<file path="config.mk">
export PLATFORM = sky130hd
export DESIGN_NAME = dma_pair_control
export DESIGN_NICKNAME = d
export VERILOG_FILES = /design/src/hdl/dma_pair_pkg.sv /design/src/hdl/dma_pair_control.sv
export VERILOG_INCLUDE_DIRS = /design/src /design/src/hdl
export SDC_FILE = /design/constraint.sdc
export NUM_CORES = 1
export LEC_CHECK = 0
export BUFFER_PORTS_ARGS = -buffer_cell sky130_fd_sc_hd__buf_2
export CORE_MARGIN = 2
export CORE_UTILIZATION = 57
export CTS_BUF_LIST = sky130_fd_sc_hd__clkbuf_4
export DETAILED_ROUTE_END_ITERATION = 12
export PLACE_DENSITY = 0.79
export REMOVE_ABC_BUFFERS = 1
export SLEW_MARGIN = 10
export SYNTH_ARGS = -nofsm -noshare
export SYNTH_HDL_FRONTEND = slang
export SYNTH_HIERARCHICAL = 1
export SYNTH_SLANG_ARGS = --single-unit
</file>
<file path="constraint.sdc">
create_clock -name clk -period 4.39 [get_ports clk]
set_input_delay 0 -clock clk [delete_from_list [all_inputs] [get_ports clk]]
set_output_delay 0 -clock clk [all_outputs]
set_load 0.01 [all_outputs]
</file>
<file path="src/hdl/dma_pair_regs.svh">
`ifndef DMA_PAIR_REGS_SVH
`define DMA_PAIR_REGS_SVH
// register byte offsets
`define PAIR_SLICE_OFS 8'he0
`define PAIR_CFG_OFS 8'he4
`define PAIR_FLAGS_OFS 8'he8
// reset values
`define PAIR_SLICE_RST 32'h0000_0000
`define PAIR_CFG_RST 32'h0000_0000
`define PAIR_FLAGS_RST 32'h0000_0000
// time slice fields, engine d sits one step above engine c
`define SLICE_C_LSB 0
`define SLICE_STEP 16
// config bit positions for engine c, engine d adds CFG_STEP
`define CFG_STEP 16
`define CFG_SRC_ADDR_FMT 15
`define CFG_DST_ADDR_FMT 14
`define CFG_SRC_CMD_FMT 13
`define CFG_DST_CMD_FMT 12
`define CFG_SW_LAST 11
`define CFG_MSG_MODE 10
`define CFG_WORD_STORE 9
`define CFG_FORCE_DST 8
`define CFG_IDLE_POLL_LSB 5
// shared and single bits
`define CFG_POLL_LSB 16
`define CFG_FORCE_DATA_C 3
`define CFG_ACTIVE_LSB 1
`define CFG_PAIR_RUN 0
// event flag positions for engine c, engine d adds FLG_STEP
`define FLG_STEP 8
`define FLG_ABORT 21
`define FLG_DONE 20
`define FLG_LAST 19
`define FLG_WAIT 18
`define FLG_OVF 17
// timing units in engine clocks
`define SLICE_UNIT_CLK 16
`define POLL_UNIT_CLK 16
`define IDLE_UNIT_CLK 256
`endif

</file>
<file path="src/hdl/dma_pair_pkg.sv">
package dma_pair_pkg;
	// one-hot owner of the shared transfer slot
	typedef enum logic [1:0] {
		ARB_C = 2'b01,
		ARB_D = 2'b10
	} arb_state_t;
endpackage

</file>
<file path="src/hdl/dma_pair_control.sv">
// Behaviour
// (RL1) slice register: d high half, c low
// (RL2) slice counts 16 clocks, then swap engines
// (RL3) idle or disabled engine yields slot immediately
// (RL4) software keeps slices above poll interval
// (RL5) address format bit selects local or pci
// (RL6) command format bit selects command endianness
// (RL7) software last mode leaves last flag alone
// (RL8) hardware mode: overflow clears flag, advances command
// (RL9) hardware mode: last byte sets last flag
// (RL10) message mode bit selects data or message
// (RL11) word store mode writes param to address
// (RL12) force bit sends destination accesses to pci
// (RL13) engine c force bit sends data to pci
// (RL14) idle poll code times 256, longer wins
// (RL15) shared poll interval in 16 clock units
// (RL16) active bits enable each engine
// (RL17) config bit 0 low resets both engines
// (RL18) protected pci access reads zero, writes dropped
// (RL19) config resets to all zeros
// (RL20) destination abort sets abort flag
// (RL21) done and last flags on destination commands
// (RL22) waiting flag follows destination wait state
// (RL23) overflow with last set flags lost data; code flags it only with software last mode in data mode
// (RL24) flags sticky, write one clears
`timescale 1ns/1ps
`include "dma_pair_regs.svh"

module data_fifo #(
	parameter int WIDTH = 32,
	parameter int DEPTH = 8
) (
	input wire logic clk,
	input wire logic reset_n,
	input wire logic flush,
	input wire logic in_valid,
	output logic in_ready,
	input wire logic [WIDTH-1:0] in_data,
	output logic out_valid,
	input wire logic out_ready,
	output logic [WIDTH-1:0] out_data
);
	localparam int AW = $clog2(DEPTH);
	logic [WIDTH-1:0] mem [DEPTH];
	logic [AW-1:0] wr_ptr_reg;
	logic [AW-1:0] rd_ptr_reg;
	logic [AW:0] count_reg;
	logic push;
	logic pop;

	// full and empty come straight from the fill count
	assign in_ready = count_reg != (AW+1)'(DEPTH);
	assign out_valid = count_reg != '0;
	assign push = in_valid && in_ready;
	assign pop = out_valid && out_ready;
	assign out_data = mem[rd_ptr_reg];

	// storage has no reset, only valid entries are ever shown
	always_ff @(posedge clk) begin
		if (push) begin
			mem[wr_ptr_reg] <= in_data;
		end
	end

	// pointers wrap on depth, flush drops everything
	always_ff @(posedge clk or negedge reset_n) begin
		if (!reset_n) begin
			wr_ptr_reg <= '0;
			rd_ptr_reg <= '0;
			count_reg <= '0;
		end else if (flush) begin
			wr_ptr_reg <= '0;
			rd_ptr_reg <= '0;
			count_reg <= '0;
		end else begin
			if (push) begin
				wr_ptr_reg <= (wr_ptr_reg == AW'(DEPTH-1)) ? '0 : wr_ptr_reg + 1'b1;
			end
			if (pop) begin
				rd_ptr_reg <= (rd_ptr_reg == AW'(DEPTH-1)) ? '0 : rd_ptr_reg + 1'b1;
			end
			count_reg <= count_reg + (AW+1)'(push) - (AW+1)'(pop);
		end
	end
endmodule

module dma_pair_control #(
	parameter int DATA_W = 32,
	parameter int FIFO_DEPTH = 8
) (
	input wire logic clk,
	input wire logic reset_n,
	input wire logic [7:0] reg_addr,
	input wire logic reg_wr,
	input wire logic reg_rd,
	input wire logic [31:0] reg_wdata,
	input wire logic reg_from_pci,
	input wire logic protected_mode,
	output logic [31:0] reg_rdata,
	input wire logic [1:0] engine_busy,
	input wire logic [1:0] dst_map_local,
	input wire logic data_map_local_c,
	input wire logic [1:0] dst_cmd_fetch,
	input wire logic [1:0] dst_cmd_last,
	input wire logic [1:0] dst_cmd_done,
	input wire logic [1:0] dst_abort,
	input wire logic [1:0] dst_waiting,
	input wire logic [1:0] dst_buf_overflow,
	input wire logic [1:0] dst_last_byte,
	input wire logic [1:0] word_store_cmd,
	input wire logic [1:0][31:0] word_store_param,
	input wire logic [1:0][31:0] word_store_target,
	output logic pair_reset_n,
	output logic [1:0] engine_enable,
	output logic [1:0] grant,
	output logic [1:0] poll_tick,
	output logic [1:0] src_addr_local,
	output logic [1:0] dst_addr_local,
	output logic [1:0] src_cmd_big_endian,
	output logic [1:0] dst_cmd_big_endian,
	output logic [1:0] message_mode,
	output logic [1:0] dst_on_pci,
	output logic data_on_pci_c,
	output logic [1:0] last_clear,
	output logic [1:0] cmd_advance,
	output logic [1:0] last_set,
	output logic [1:0] word_store_req,
	output logic [1:0][31:0] word_store_addr,
	output logic [1:0][31:0] word_store_data,
	input wire logic src_data_valid,
	output logic src_data_ready,
	input wire logic [DATA_W-1:0] src_data,
	output logic dst_data_valid,
	input wire logic dst_data_ready,
	output logic [DATA_W-1:0] dst_data
);
	logic [31:0] slice_reg;
	logic [31:0] cfg_reg;
	logic [31:0] flags_reg;
	logic [31:0] flag_set;
	logic [31:0] wait_bits;
	logic [4:0] ev [2];
	logic reg_ok;
	logic we;
	dma_pair_pkg::arb_state_t arb_reg;
	logic [3:0] prescale_reg;
	logic [15:0] slice_cnt_reg;
	logic [15:0] slice_cur;
	logic [1:0] want;
	logic cur_d;
	logic expire;
	logic handoff;
	logic unit_tick;
	logic fifo_in_ready;

	// protected pci accesses never reach the registers
	// (RL18) protected access gate
	assign reg_ok = !(protected_mode && reg_from_pci);
	assign we = reg_wr && reg_ok;

	// software registers; slice and config are plain storage
	// (RL1) slice register write
	always_ff @(posedge clk or negedge reset_n) begin
		if (!reset_n) begin
			slice_reg <= `PAIR_SLICE_RST;
		end else if (we && reg_addr == `PAIR_SLICE_OFS) begin
			slice_reg <= reg_wdata;
		end
	end

	// (RL19) config reset value
	always_ff @(posedge clk or negedge reset_n) begin
		if (!reset_n) begin
			cfg_reg <= `PAIR_CFG_RST;
		end else if (we && reg_addr == `PAIR_CFG_OFS) begin
			cfg_reg <= reg_wdata;
		end
	end

	// set wins over a same-cycle write-one clear
	// (RL24) sticky event flags
	always_ff @(posedge clk or negedge reset_n) begin
		if (!reset_n) begin
			flags_reg <= `PAIR_FLAGS_RST;
		end else if (we && reg_addr == `PAIR_FLAGS_OFS) begin
			flags_reg <= flag_set | (flags_reg & ~reg_wdata);
		end else begin
			flags_reg <= flags_reg | flag_set;
		end
	end

	// read data one cycle after the strobe, unmapped reads zero
	always_ff @(posedge clk or negedge reset_n) begin
		if (!reset_n) begin
			reg_rdata <= '0;
		end else if (!reg_rd || !reg_ok) begin
			reg_rdata <= '0;
		end else if (reg_addr == `PAIR_SLICE_OFS) begin
			reg_rdata <= slice_reg;
		end else if (reg_addr == `PAIR_CFG_OFS) begin
			reg_rdata <= cfg_reg;
		end else if (reg_addr == `PAIR_FLAGS_OFS) begin
			// (RL22) waiting reads live
			reg_rdata <= flags_reg | wait_bits;
		end else begin
			reg_rdata <= '0;
		end
	end

	// (RL17) pair held in reset
	assign pair_reset_n = cfg_reg[`CFG_PAIR_RUN];
	// (RL16) engine enables
	assign engine_enable = cfg_reg[`CFG_ACTIVE_LSB +: 2] & {2{cfg_reg[`CFG_PAIR_RUN]}};
	// (RL13) engine c data routing
	assign data_on_pci_c = cfg_reg[`CFG_FORCE_DATA_C] || !data_map_local_c;

	// arbitration: an engine without work gives up at once
	assign want = engine_enable & engine_busy;
	assign cur_d = arb_reg == dma_pair_pkg::ARB_D;
	assign slice_cur = slice_reg[`SLICE_C_LSB + `SLICE_STEP*cur_d +: 16];
	assign expire = slice_cnt_reg >= slice_cur;
	// (RL3) idle engine yields
	assign handoff = want[!cur_d] && (!want[cur_d] || expire);
	assign unit_tick = prescale_reg == 4'(`SLICE_UNIT_CLK - 1);
	assign grant = arb_reg & want;

	// (RL2) slice unit prescaler
	always_ff @(posedge clk or negedge reset_n) begin
		if (!reset_n) begin
			prescale_reg <= '0;
			slice_cnt_reg <= '0;
		end else if (handoff) begin
			prescale_reg <= '0;
			slice_cnt_reg <= '0;
		end else begin
			prescale_reg <= prescale_reg + 1'b1;
			if (unit_tick && !expire) begin
				slice_cnt_reg <= slice_cnt_reg + 1'b1;
			end
		end
	end

	// a lone busy engine keeps the slot past its slice
	// (RL2) swap on expiry
	always_ff @(posedge clk or negedge reset_n) begin
		if (!reset_n) begin
			arb_reg <= dma_pair_pkg::ARB_C;
		end else if (handoff) begin
			case (arb_reg)
				dma_pair_pkg::ARB_C: begin
					arb_reg <= dma_pair_pkg::ARB_D;
				end
				default: begin
					arb_reg <= dma_pair_pkg::ARB_C;
				end
			endcase
		end
	end

	// per engine options, polling and destination fragment handling
	for (genvar e = 0; e < 2; e++) begin : g_eng
		localparam int CB = `CFG_STEP * e;
		localparam int FB = `FLG_STEP * e;
		logic [10:0] period;
		logic [10:0] poll_cnt_reg;
		logic data_mode;
		logic sw_last;
		logic hw_last;

		// (RL5) address format
		assign src_addr_local[e] = cfg_reg[`CFG_SRC_ADDR_FMT + CB];
		assign dst_addr_local[e] = cfg_reg[`CFG_DST_ADDR_FMT + CB];
		// (RL6) command endianness only
		assign src_cmd_big_endian[e] = cfg_reg[`CFG_SRC_CMD_FMT + CB];
		assign dst_cmd_big_endian[e] = cfg_reg[`CFG_DST_CMD_FMT + CB];
		// (RL10) data or message mode
		assign message_mode[e] = cfg_reg[`CFG_MSG_MODE + CB];
		// (RL12) destination forced to pci
		assign dst_on_pci[e] = cfg_reg[`CFG_FORCE_DST + CB] || !dst_map_local[e];

		// last handling only exists for data mode
		assign data_mode = !message_mode[e];
		assign sw_last = data_mode && cfg_reg[`CFG_SW_LAST + CB];
		assign hw_last = data_mode && !cfg_reg[`CFG_SW_LAST + CB];

		// longer of the shared and the idle poll periods
		// (RL14) idle poll code
		// (RL15) shared poll interval
		always_comb begin
			period = 11'(cfg_reg[`CFG_POLL_LSB +: 5]) * 11'(`POLL_UNIT_CLK);
			if (11'(cfg_reg[`CFG_IDLE_POLL_LSB + CB +: 3]) * 11'(`IDLE_UNIT_CLK) > period) begin
				period = 11'(cfg_reg[`CFG_IDLE_POLL_LSB + CB +: 3]) * 11'(`IDLE_UNIT_CLK);
			end
		end

		// zero period polls every cycle; disabled engines never poll
		always_ff @(posedge clk or negedge reset_n) begin
			if (!reset_n) begin
				poll_cnt_reg <= '0;
				poll_tick[e] <= 1'b0;
			end else if (!engine_enable[e]) begin
				poll_cnt_reg <= '0;
				poll_tick[e] <= 1'b0;
			end else if (poll_cnt_reg >= period) begin
				poll_cnt_reg <= '0;
				poll_tick[e] <= 1'b1;
			end else begin
				poll_cnt_reg <= poll_cnt_reg + 1'b1;
				poll_tick[e] <= 1'b0;
			end
		end

		// in software mode an overflow moves on only if last is clear
		// (RL7) software mode untouched
		// (RL8) overflow clears and advances
		// (RL9) last byte sets flag
		always_ff @(posedge clk or negedge reset_n) begin
			if (!reset_n) begin
				last_clear[e] <= 1'b0;
				cmd_advance[e] <= 1'b0;
				last_set[e] <= 1'b0;
			end else begin
				last_clear[e] <= hw_last && dst_buf_overflow[e];
				cmd_advance[e] <= dst_buf_overflow[e] && (hw_last || (sw_last && !dst_cmd_last[e]));
				last_set[e] <= hw_last && dst_last_byte[e];
			end
		end

		// (RL11) word store write
		always_ff @(posedge clk or negedge reset_n) begin
			if (!reset_n) begin
				word_store_req[e] <= 1'b0;
				word_store_addr[e] <= '0;
				word_store_data[e] <= '0;
			end else begin
				word_store_req[e] <= cfg_reg[`CFG_WORD_STORE + CB] && engine_enable[e]
					&& word_store_cmd[e];
				if (word_store_cmd[e]) begin
					word_store_addr[e] <= word_store_target[e];
					word_store_data[e] <= word_store_param[e];
				end
			end
		end

		// event sources for the flags register
		// (RL20) abort event
		// (RL21) done and last events
		// (RL23) lost data event
		assign ev[e] = {dst_abort[e], dst_cmd_done[e], dst_cmd_fetch[e] && dst_cmd_last[e],
			1'b0, sw_last && dst_buf_overflow[e] && dst_cmd_last[e]};

	end

	// gather both engines' events at their flag positions
	always_comb begin
		flag_set = '0;
		wait_bits = '0;
		for (int i = 0; i < 2; i++) begin
			flag_set[`FLG_ABORT + `FLG_STEP*i] = ev[i][4];
			flag_set[`FLG_DONE + `FLG_STEP*i] = ev[i][3];
			flag_set[`FLG_LAST + `FLG_STEP*i] = ev[i][2];
			flag_set[`FLG_OVF + `FLG_STEP*i] = ev[i][0];
			wait_bits[`FLG_WAIT + `FLG_STEP*i] = dst_waiting[i];
		end
	end

	// no ready while held in reset, else a source would see dropped words as taken
	// (RL17) source side blocked in pair reset
	assign src_data_ready = fifo_in_ready && pair_reset_n;

	// stream buffer; flushed while the pair is held in reset
	data_fifo #(.WIDTH(DATA_W), .DEPTH(FIFO_DEPTH)) u_fifo (
		.clk(clk),
		.reset_n(reset_n),
		.flush(!pair_reset_n),
		.in_valid(src_data_valid && pair_reset_n),
		.in_ready(fifo_in_ready),
		.in_data(src_data),
		.out_valid(dst_data_valid),
		.out_ready(dst_data_ready),
		.out_data(dst_data)
	);
endmodule

</file>
==> metrics.yaml, run 1 <==
outcome:
  outcome: "completed"
global_routing:
  antenna_found_initial: 14
  gr-total-overflow: 0
  grt_pass1_wl_mm: 125
  track_usage: 0.384
  grt_pass1_vias: 21100
  grt_max_degree: 106
yosys:
  synth_top_cell_by_area: "dfrtp_1"
  ys_async_sr_fraction: 0.556
  yosysSeqAreaShare: 0.660
  yosysTopAreaCellShare: 0.336
  synth_most_common_cell: "dfrtp_1"
  synth_commonest_cells: "dfrtp_1 (319), edfxtp_1 (256), mux2_2 (161)"
  yosysUniqueCellTypes: 59
  yosysWarnings: 6
  synth_cells: 1502
  netlist_area_um2: 23800
  synth_edf_count: 256
  ys_seq_elements: 576
  synthFlopType: "dfrtp_1"
  synth.avg_cell_area_um2: 15.8
  synth.area.top_cells: "dfrtp_1 (34%), edfxtp_1 (32%), mux2_2 (7.6%)"
worst_setup_path:
  worst-path-buf-inv: 3
  crit_top_cell: "buf_4"
  r2r-end: "arb_reg[0]"
  slowest_stage: "nand2b_1"
  critPathMaxFanout: 22
  cp_cell_sequence: "nand2b_1 > buf_4 > mux2i_1 > ha_1 > nand2_1 > nor3_1 > a21oi_1 > o21a_1 > a221oi_2 > dlygate4sd3_1 > buf_4 > mux2_1"
  worstPathRequired_ns: 5.18
  cp.arrival_ns: 4.84
  path_class: "reg -> reg"
  crit_family: "buffers and inverters"
  start_kind: "flip-flop"
  crit_path_end_kind: "flip-flop"
  slowest_delay_ns: 0.68
  reg2reg_slack_ns: 0.33
  crit_start: "arb_reg[0]"
  r2r-start: "arb_reg[0]"
  reg2reg_depth: 12
finish:
  multi_input_area_um2: 7570
  final_nets: 2859
  drive_above_1_share: 0.347
  post-route-util: 0.823
  fillers: 1890
  area_growth_pct: 41.9
  instances_no_fill: 3229
  seq_area_um2: 15700
  largest_reg_flops: 256
  top_regs: "u_fifo/mem (256), word_store_addr (64), word_store_data (64)"
  regMostFlops: "u_fifo/mem"
pwr:
  seq_power_share: 0.487
  power_w: 0.0123
  power_frac_clock: 0.383
  ir_drop_mv: 0.319
  combPwrFrac: 0.130
  switchingPower_w: 0.00335
  switching_share: 0.272
  power.density_nw_per_um2: 365
  p_int_w: 0.00898
  leakage_nw: 14.7
sta:
  drv_slew: 0
  rsz0062_at_grt: "false"
  hold_viol_final: 0
  fin_worst_skew_ns: 0.0656
  tightest_slew_ns: 1.12
  max_slew_margin: 0.252
  fin_crit_sh: 0.924
  max_freq_ghz: 0.247
  layout_setup_ws_ns: 0.335
  fin_crit_ns: 4.06
  fin_tns_setup_ns: 0
  finalSetupViolCount: 0
die:
  core_area_um2: 41000
  start_util: 0.580
  ios: 451
  die_width_um: 208
  rows: 74
  die_h_um: 208
  dieArea_um2: 43400
clocking:
  insertion_delay_ns: 0.89
  clk_pin_slew_worst_paths_ns: 0.07
  cts_root_buf: "clkbuf_4"
  cts_made_buffers: 146
  cts_num_sinks: 576
  post_cts_resized: 0
  cts_tree: "done"
  htree_levels: 4
  cts.path.max_buffers: 3
placed_design:
  hpwl_mm: 39.1
  post-place-ws_ns: 0.781
  portBuffers: 450
  place_congestion: 0.877
  dp_cells: 2430
worst_hold_path:
  min_to: "flags_reg[27]"
  holdCritStartpoint: "dst_cmd_last[1]"
  hold_path.class: "in -> reg"
  whs_path_depth: 3
routing:
  ant_nets: 0
  drt-vias-per-instance: 5.93
  drtIter0Drc: 1826
  routed_wl_mm: 82.8
  vias: 19200
  first_pass_iters: 7
  remaining_drc_errors: 0
  wire_per_inst_um: 25.6
run:
  max-cap-violations: 0
## worst max-delay path by stage
stage / to / cells past startpoint
2_1_floorplan: arb_reg[0] / 9
3_3_place_gp: slice_cnt_reg[12] / 10
3_5_place_dp: slice_cnt_reg[9] / 9
4_1_cts: arb_reg[0] / 11
5_1_grt: arb_reg[0] / 11
6_report: arb_reg[0] / 12
## power groups by stage
| stage | combinational (W) | clock (W) | sequential (W) |
|---|---|---|---|
| final | 0.00161 | 0.00472 | 0.00601 |
| after global routing | 0.00170 | 0.00504 | 0.00602 |
| after CTS | 0.00148 | 0.00453 | 0.00596 |
| after detailed placement | 0.00106 | 0 | 0.00606 |
| after global placement | 0.00102 | 0 | 0.00605 |
| after floorplan | 0.000466 | 0 | 0.00610 |
## layout by cell type (no fill, tap or decap), types with 8 or more instances in the layout
cell           count
inv_2              8
mux4_1            23
nand2b_1           9
mux2_1            65
buf_2            449
buf_4             26
edfxtp_1         256
a21oi_1           64
nand2_1           50
nand3_1           26
mux2i_1           48
diode_2           11
and3_1            12
clkbuf_4         221
ha_1              47
or4_1             11
mux2_2           161
o31ai_1           12
clkinv_1          18
dlygate4sd3_1    535
o21ai_0           12
inv_1             29
xnor2_1           15
a21boi_1          20
dfrtp_1          317
nor2_1           100
mux4_2            41
## kinds of logic after synthesis
family                   Yosys count  share of synthesized area
multiplexers                     338                      0.191
adder cells (fa/ha/maj)           48                     0.0256
buffers and inverters            110                     0.0236
AO/OA/AOI/OAI                    147                     0.0387
flip-flops                       576                      0.660
XOR/XNOR                          20                    0.00737
AND/OR/NAND/NOR                  263                     0.0533
## what timing repair did
item,in CTS,in global routing
hold endpoints to repair,841,0
hold buffers,536,0
buffers inserted,0,0
## layout make-up
cell class | instances | share of cell area
tap | 532 | 0.0197
antenna | 11 | 0.000816
sequential | 576 | 0.465
clock inverter | 31 | 0.00460
timing repair buffer | 1013 | 0.233
multi-input combinational | 816 | 0.224
clock buffer | 221 | 0.0492
inverter | 29 | 0.00323
## worst min-delay path, cell delays in order
cell and delay, ns:
dlygate4sd3_1 0.56, buf_2 0.13, a22o_1 0.13
## metrics by stage
step | hold slack [ns] | area [um2]
CTS | 0.00268 | 33700
global placement | 0.117 | 26500
floorplan | -0.296 | 23300
detailed placement | 0.132 | 26500
finish | 0.0339 | 33700
global route | 0.0115 | 33700
## layer usage
metal	wire length, um	global-route usage	vias to the layer above	share of wire
met4	6230	0.267	2	0.075
met5	16	0	-	0.00019
met1	28400	0.433	9457	0.34
met2	40500	0.630	1394	0.49
li1	-	-	7846	-
met3	7660	0.118	460	0.093
Power figures use the tool's default switching activity.
==> run 2: changes to the inputs <==
--- a/config.mk
+++ b/config.mk
@@ -8,10 +8,10 @@
 export LEC_CHECK = 0
 export BUFFER_PORTS_ARGS = -buffer_cell sky130_fd_sc_hd__buf_2
 export CORE_MARGIN = 2
-export CORE_UTILIZATION = 57
+export CORE_UTILIZATION = 52
 export CTS_BUF_LIST = sky130_fd_sc_hd__clkbuf_4
 export DETAILED_ROUTE_END_ITERATION = 12
-export PLACE_DENSITY = 0.79
+export PLACE_DENSITY = 0.76
 export REMOVE_ABC_BUFFERS = 1
 export SLEW_MARGIN = 10
 export SYNTH_ARGS = -nofsm -noshare
==> constraint.sdc (replaced) <==
create_clock -name clk -period 3.4 [get_ports clk]
set_input_delay 0 -clock clk [delete_from_list [all_inputs] [get_ports clk]]
set_output_delay 0 -clock clk [all_outputs]
set_load 0.01 [all_outputs]
==> metrics.yaml, run 2 <==
yosys:
  yosysTopAreaCellShare: 0.336  # unchanged
  muxShareOfSynthArea: 0.191  # unchanged
  synthFlopType: "dfrtp_1"
  synth_most_common_cell: "dfrtp_1"
  ys_seq_elements: 576  # unchanged
  synthXorXnorAreaFrac: 0.00737  # unchanged
  synth_edf_count: 256  # unchanged
  synth.area.top_cells: "dfrtp_1 (34%), edfxtp_1 (32%), mux2_2 (7.6%)"
  ys_async_sr_fraction: 0.556  # unchanged
  synthAdderAreaFrac: 0.0256  # unchanged
  synth.avg_cell_area_um2: 15.8  # unchanged
  synth_commonest_cells: "dfrtp_1 (319), edfxtp_1 (256), mux2_2 (161)"
  yosys.area_share.simple: 0.0533  # unchanged
  yosysUniqueCellTypes: 59  # unchanged
  yosysWarnings: 6  # unchanged
  yosysSeqAreaShare: 0.660  # unchanged
  synth_top_family_by_area: "multiplexers"
  netlist_area_um2: 23800  # unchanged
  synth_cells: 1502  # unchanged
  synth_top_cell_by_area: "dfrtp_1"
  synth_compound_area_frac: 0.0387  # unchanged
placed_design:
  place_congestion: 0.869  # -0.95%
  post-place-ws_ns: 0.191  # -0.590 ns
  dp_cells: 2511  # +3.3%
  portBuffers: 450  # unchanged
  hpwl_mm: 39.4  # +0.76%
die:
  die_width_um: 218  # +4.6%
  rows: 78  # +5.4%
  ios: 451  # unchanged
  start_util: 0.525  # -0.0546
  die_h_um: 218  # +4.6%
clocking:
  cts_root_buf: "clkbuf_4"
  post_cts_resized: 0  # unchanged
  postCtsSetupBuffers: 0  # unchanged
  cts_hold_buf: 556  # +3.7%
  htree_levels: 4  # unchanged
  cts_made_buffers: 145  # -0.68%
  cts_num_sinks: 576  # unchanged
  cts.path.max_buffers: 3  # unchanged
outcome:
  haltStage: "clock tree synthesis"
  toolErrorMsg: "[ERROR RSZ-0060] Max buffer count reached."
  outcome: "aborted with a tool error"
==> run 2: cell counts after synthesis <==
Identical to the previous run, type by type.
==> run 2: stage by stage <==
| stage | instance area [um2] | hold slack [ns] | setup TNS (ns) |
|---|---|---|---|
| floorplan | 23300 | -0.296 | -34.83 |
| global placement | 26700 | 0.106 | 0 |
| detailed placement | 26700 | 0.118 | 0 |
==> run 2: cells by family after synthesis <==
group / count (synthesis)
buf+inv: 110
flops: 576
mux: 338
simple gates: 263
compound gates: 147
xor+xnor: 20
fa+ha+maj: 48
==> run 3: changes to the inputs <==
--- a/config.mk
+++ b/config.mk
@@ -8,10 +8,9 @@
 export LEC_CHECK = 0
 export BUFFER_PORTS_ARGS = -buffer_cell sky130_fd_sc_hd__buf_2
 export CORE_MARGIN = 2
-export CORE_UTILIZATION = 52
-export CTS_BUF_LIST = sky130_fd_sc_hd__clkbuf_4
+export CORE_UTILIZATION = 40
 export DETAILED_ROUTE_END_ITERATION = 12
-export PLACE_DENSITY = 0.76
+export PLACE_DENSITY_LB_ADDON = 0.15
 export REMOVE_ABC_BUFFERS = 1
 export SLEW_MARGIN = 10
 export SYNTH_ARGS = -nofsm -noshare
==> constraint.sdc (replaced) <==
create_clock -name clk -period 4.4 [get_ports clk]
set_input_delay 0 -clock clk [delete_from_list [all_inputs] [get_ports clk]]
set_output_delay 0 -clock clk [all_outputs]
set_load 0.01 [all_outputs]
==> metrics.yaml, run 3 (synthesized netlist as in run 1, its figures left out) <==
sta:
  finalSetupViolCount: 0
  tightest_slew_ns: 1.04
  fin_crit_ns: 3.78
  max_freq_ghz: 0.264
  drv_slew: 0
  hold_slack_ns: 0.0451
  fin_crit_sh: 0.860
  fin_worst_skew_ns: 0.00862
  max_slew_margin: 0.304
  fin_tns_setup_ns: 0
  rsz0062_at_grt: "false"
  hold_viol_final: 0
finish:
  area_growth_pct: 31.0
  mostFrequentLayoutCell: "buf_2"
  post-route-util: 0.529
  regMostFlops: "u_fifo/mem"
  mostFrequentLayoutCells: "buf_2 (449), dfrtp_1 (317), edfxtp_1 (256)"
  fillers: 4926
  drive_above_1_share: 0.348
  largest_reg_flops: 256
  multi_input_area_um2: 7570
  final_nets: 2480
  top_regs: "u_fifo/mem (256), word_store_addr (64), word_store_data (64)"
  seq_area_um2: 15700
placed_design:
  place_congestion: 0.823  # -5.3%
  hpwl_mm: 40.4  # +2.5%
  portBuffers: 450  # unchanged
clocking:
  cts_tree: "done"
  cts_made_buffers: 61  # -58%
  cts_num_sinks: 576  # unchanged
  insertion_delay_ns: 0.61
  htree_levels: 2  # -2
  cts_root_buf: "clkbuf_16"
  clk_pin_slew_worst_paths_ns: 0.06
  cts.path.max_buffers: 3  # unchanged
die:
  die_h_um: 248  # +14%
  ios: 451  # unchanged
  core_area_um2: 58900
  rows: 89  # +14%
  dieArea_um2: 61400
  die_width_um: 248  # +14%
  start_util: 0.404  # -0.121
routing:
  drtIter0Drc: 631
  drt-vias-per-instance: 5.06
  wire_per_inst_um: 20.5
  wl_met2_mm: 30.1
  top_layer_used: "met5"
  routed_wl_mm: 62.0
  met3_length_mm: 3.32
  ant_nets: 0
  wl_met1_mm: 26.9
  first_pass_iters: 5
  vias: 15300
  remaining_drc_errors: 0
worst_hold_path:
  hold_path.class: "in -> async"
global_routing:
  grt_pass1_vias: 16000
  track_usage: 0.198
  grt_max_degree: 114
  grt_pass1_wl_mm: 93.6
  antenna_found_initial: 5
  gr-total-overflow: 0
worst_setup_path:
  cp.arrival_ns: 4.32
  path_class: "reg -> reg"
  start_kind: "flip-flop"
  worstPathRequired_ns: 4.93
  slowest_stage: "dlygate4sd3_1"
  critPathMaxFanout: 13
  cp_cell_sequence: "nand2b_1 > buf_4 > mux2i_1 > ha_1 > nand2_1 > nor2_1 > nand3_1 > o21a_1 > a221oi_2 > dlygate4sd3_1 > mux2_1"
  crit_path_end_kind: "flip-flop"
  slowest_delay_ns: 0.66
  crit_family: "buffers and inverters"
  worst-path-buf-inv: 2
outcome:
  outcome: "completed"
run:
  max-cap-violations: 0
pwr:
  power.density_nw_per_um2: 386
  leakage_nw: 13.2
  ir_drop_mv: 0.334
[run 3: final timing paths]
path	from	end	slack (ns)	cells past startpoint
worst max-delay path	arb_reg[0]	arb_reg[0]	0.62	11
worst min-delay path	reset_n	flags_reg[7]	0.05	2
worst max register to register	arb_reg[0]	arb_reg[0]	0.62	11
worst min register to register	prescale_reg[0]	prescale_reg[0]	0.46	1
max in group asynchronous	reset_n	cfg_reg[8]	3.19	3
min in group clk	reg_wr	slice_reg[8]	0.05	4
[run 3: area by class of cell]
class,count,share of cell area
Clock inverter,27,0.00590
Timing Repair Buffer,719,0.158
Inverter,29,0.00349
Tap cell,773,0.0310
Clock buffer,81,0.0540
Sequential cell,576,0.504
Antenna cell,3,0.000241
Multi-Input combinational cell,816,0.243
[run 3: repair_timing]
action	in CTS	in global routing
buffers inserted	0	0
hold endpoints to repair	634	0
resized for setup	0	0
hold buffers	244	0
[run 3: metrics by stage]
stage / worst slack (ns) / area, um2 / std cells / power (W)
3_3_place_gp: 0.994 / 26800 / 2669 / 0.00709
3_5_place_dp: 0.884 / 26800 / 2669 / 0.00712
5_1_grt: 0.402 / 31200 / 3023 / 0.0126
2_1_floorplan: 0.169 / 23300 / 1421 / 0.00655
6_report: 0.615 / 31200 / 3024 / 0.0120
4_1_cts: 0.627 / 31100 / 3021 / 0.0122
[run 3: where the power goes]
group | switching, W | leakage, nW | internal (W) | total [W]
clock network | 0.00206 | 0.927 | 0.00277 | 0.00483
registers | 0.000129 | 6.41 | 0.00582 | 0.00595
logic | 0.000663 | 5.86 | 0.000590 | 0.00125
total | 0.00285 | 13.2 | 0.00918 | 0.0120
[run 3: per-layer routing]
metal	GRT usage	vias to the layer above
li1	-	7022
met1	0.266	7779
met2	0.326	377
met3	0.0428	107
met4	0.0535	4
met5	0	-
[run 3: worst register-to-register path, delay by kind of cell, from the launching register on]
kind / cells / cell delay (ns)
AOI/OAI and AO/OA: 2 / 0.53
adders and majority gates: 1 / 0.30
buffers and inverters: 2 / 0.98
DFF: 1 / 0.54
muxes: 2 / 0.45
and+or+nand+nor: 4 / 0.92
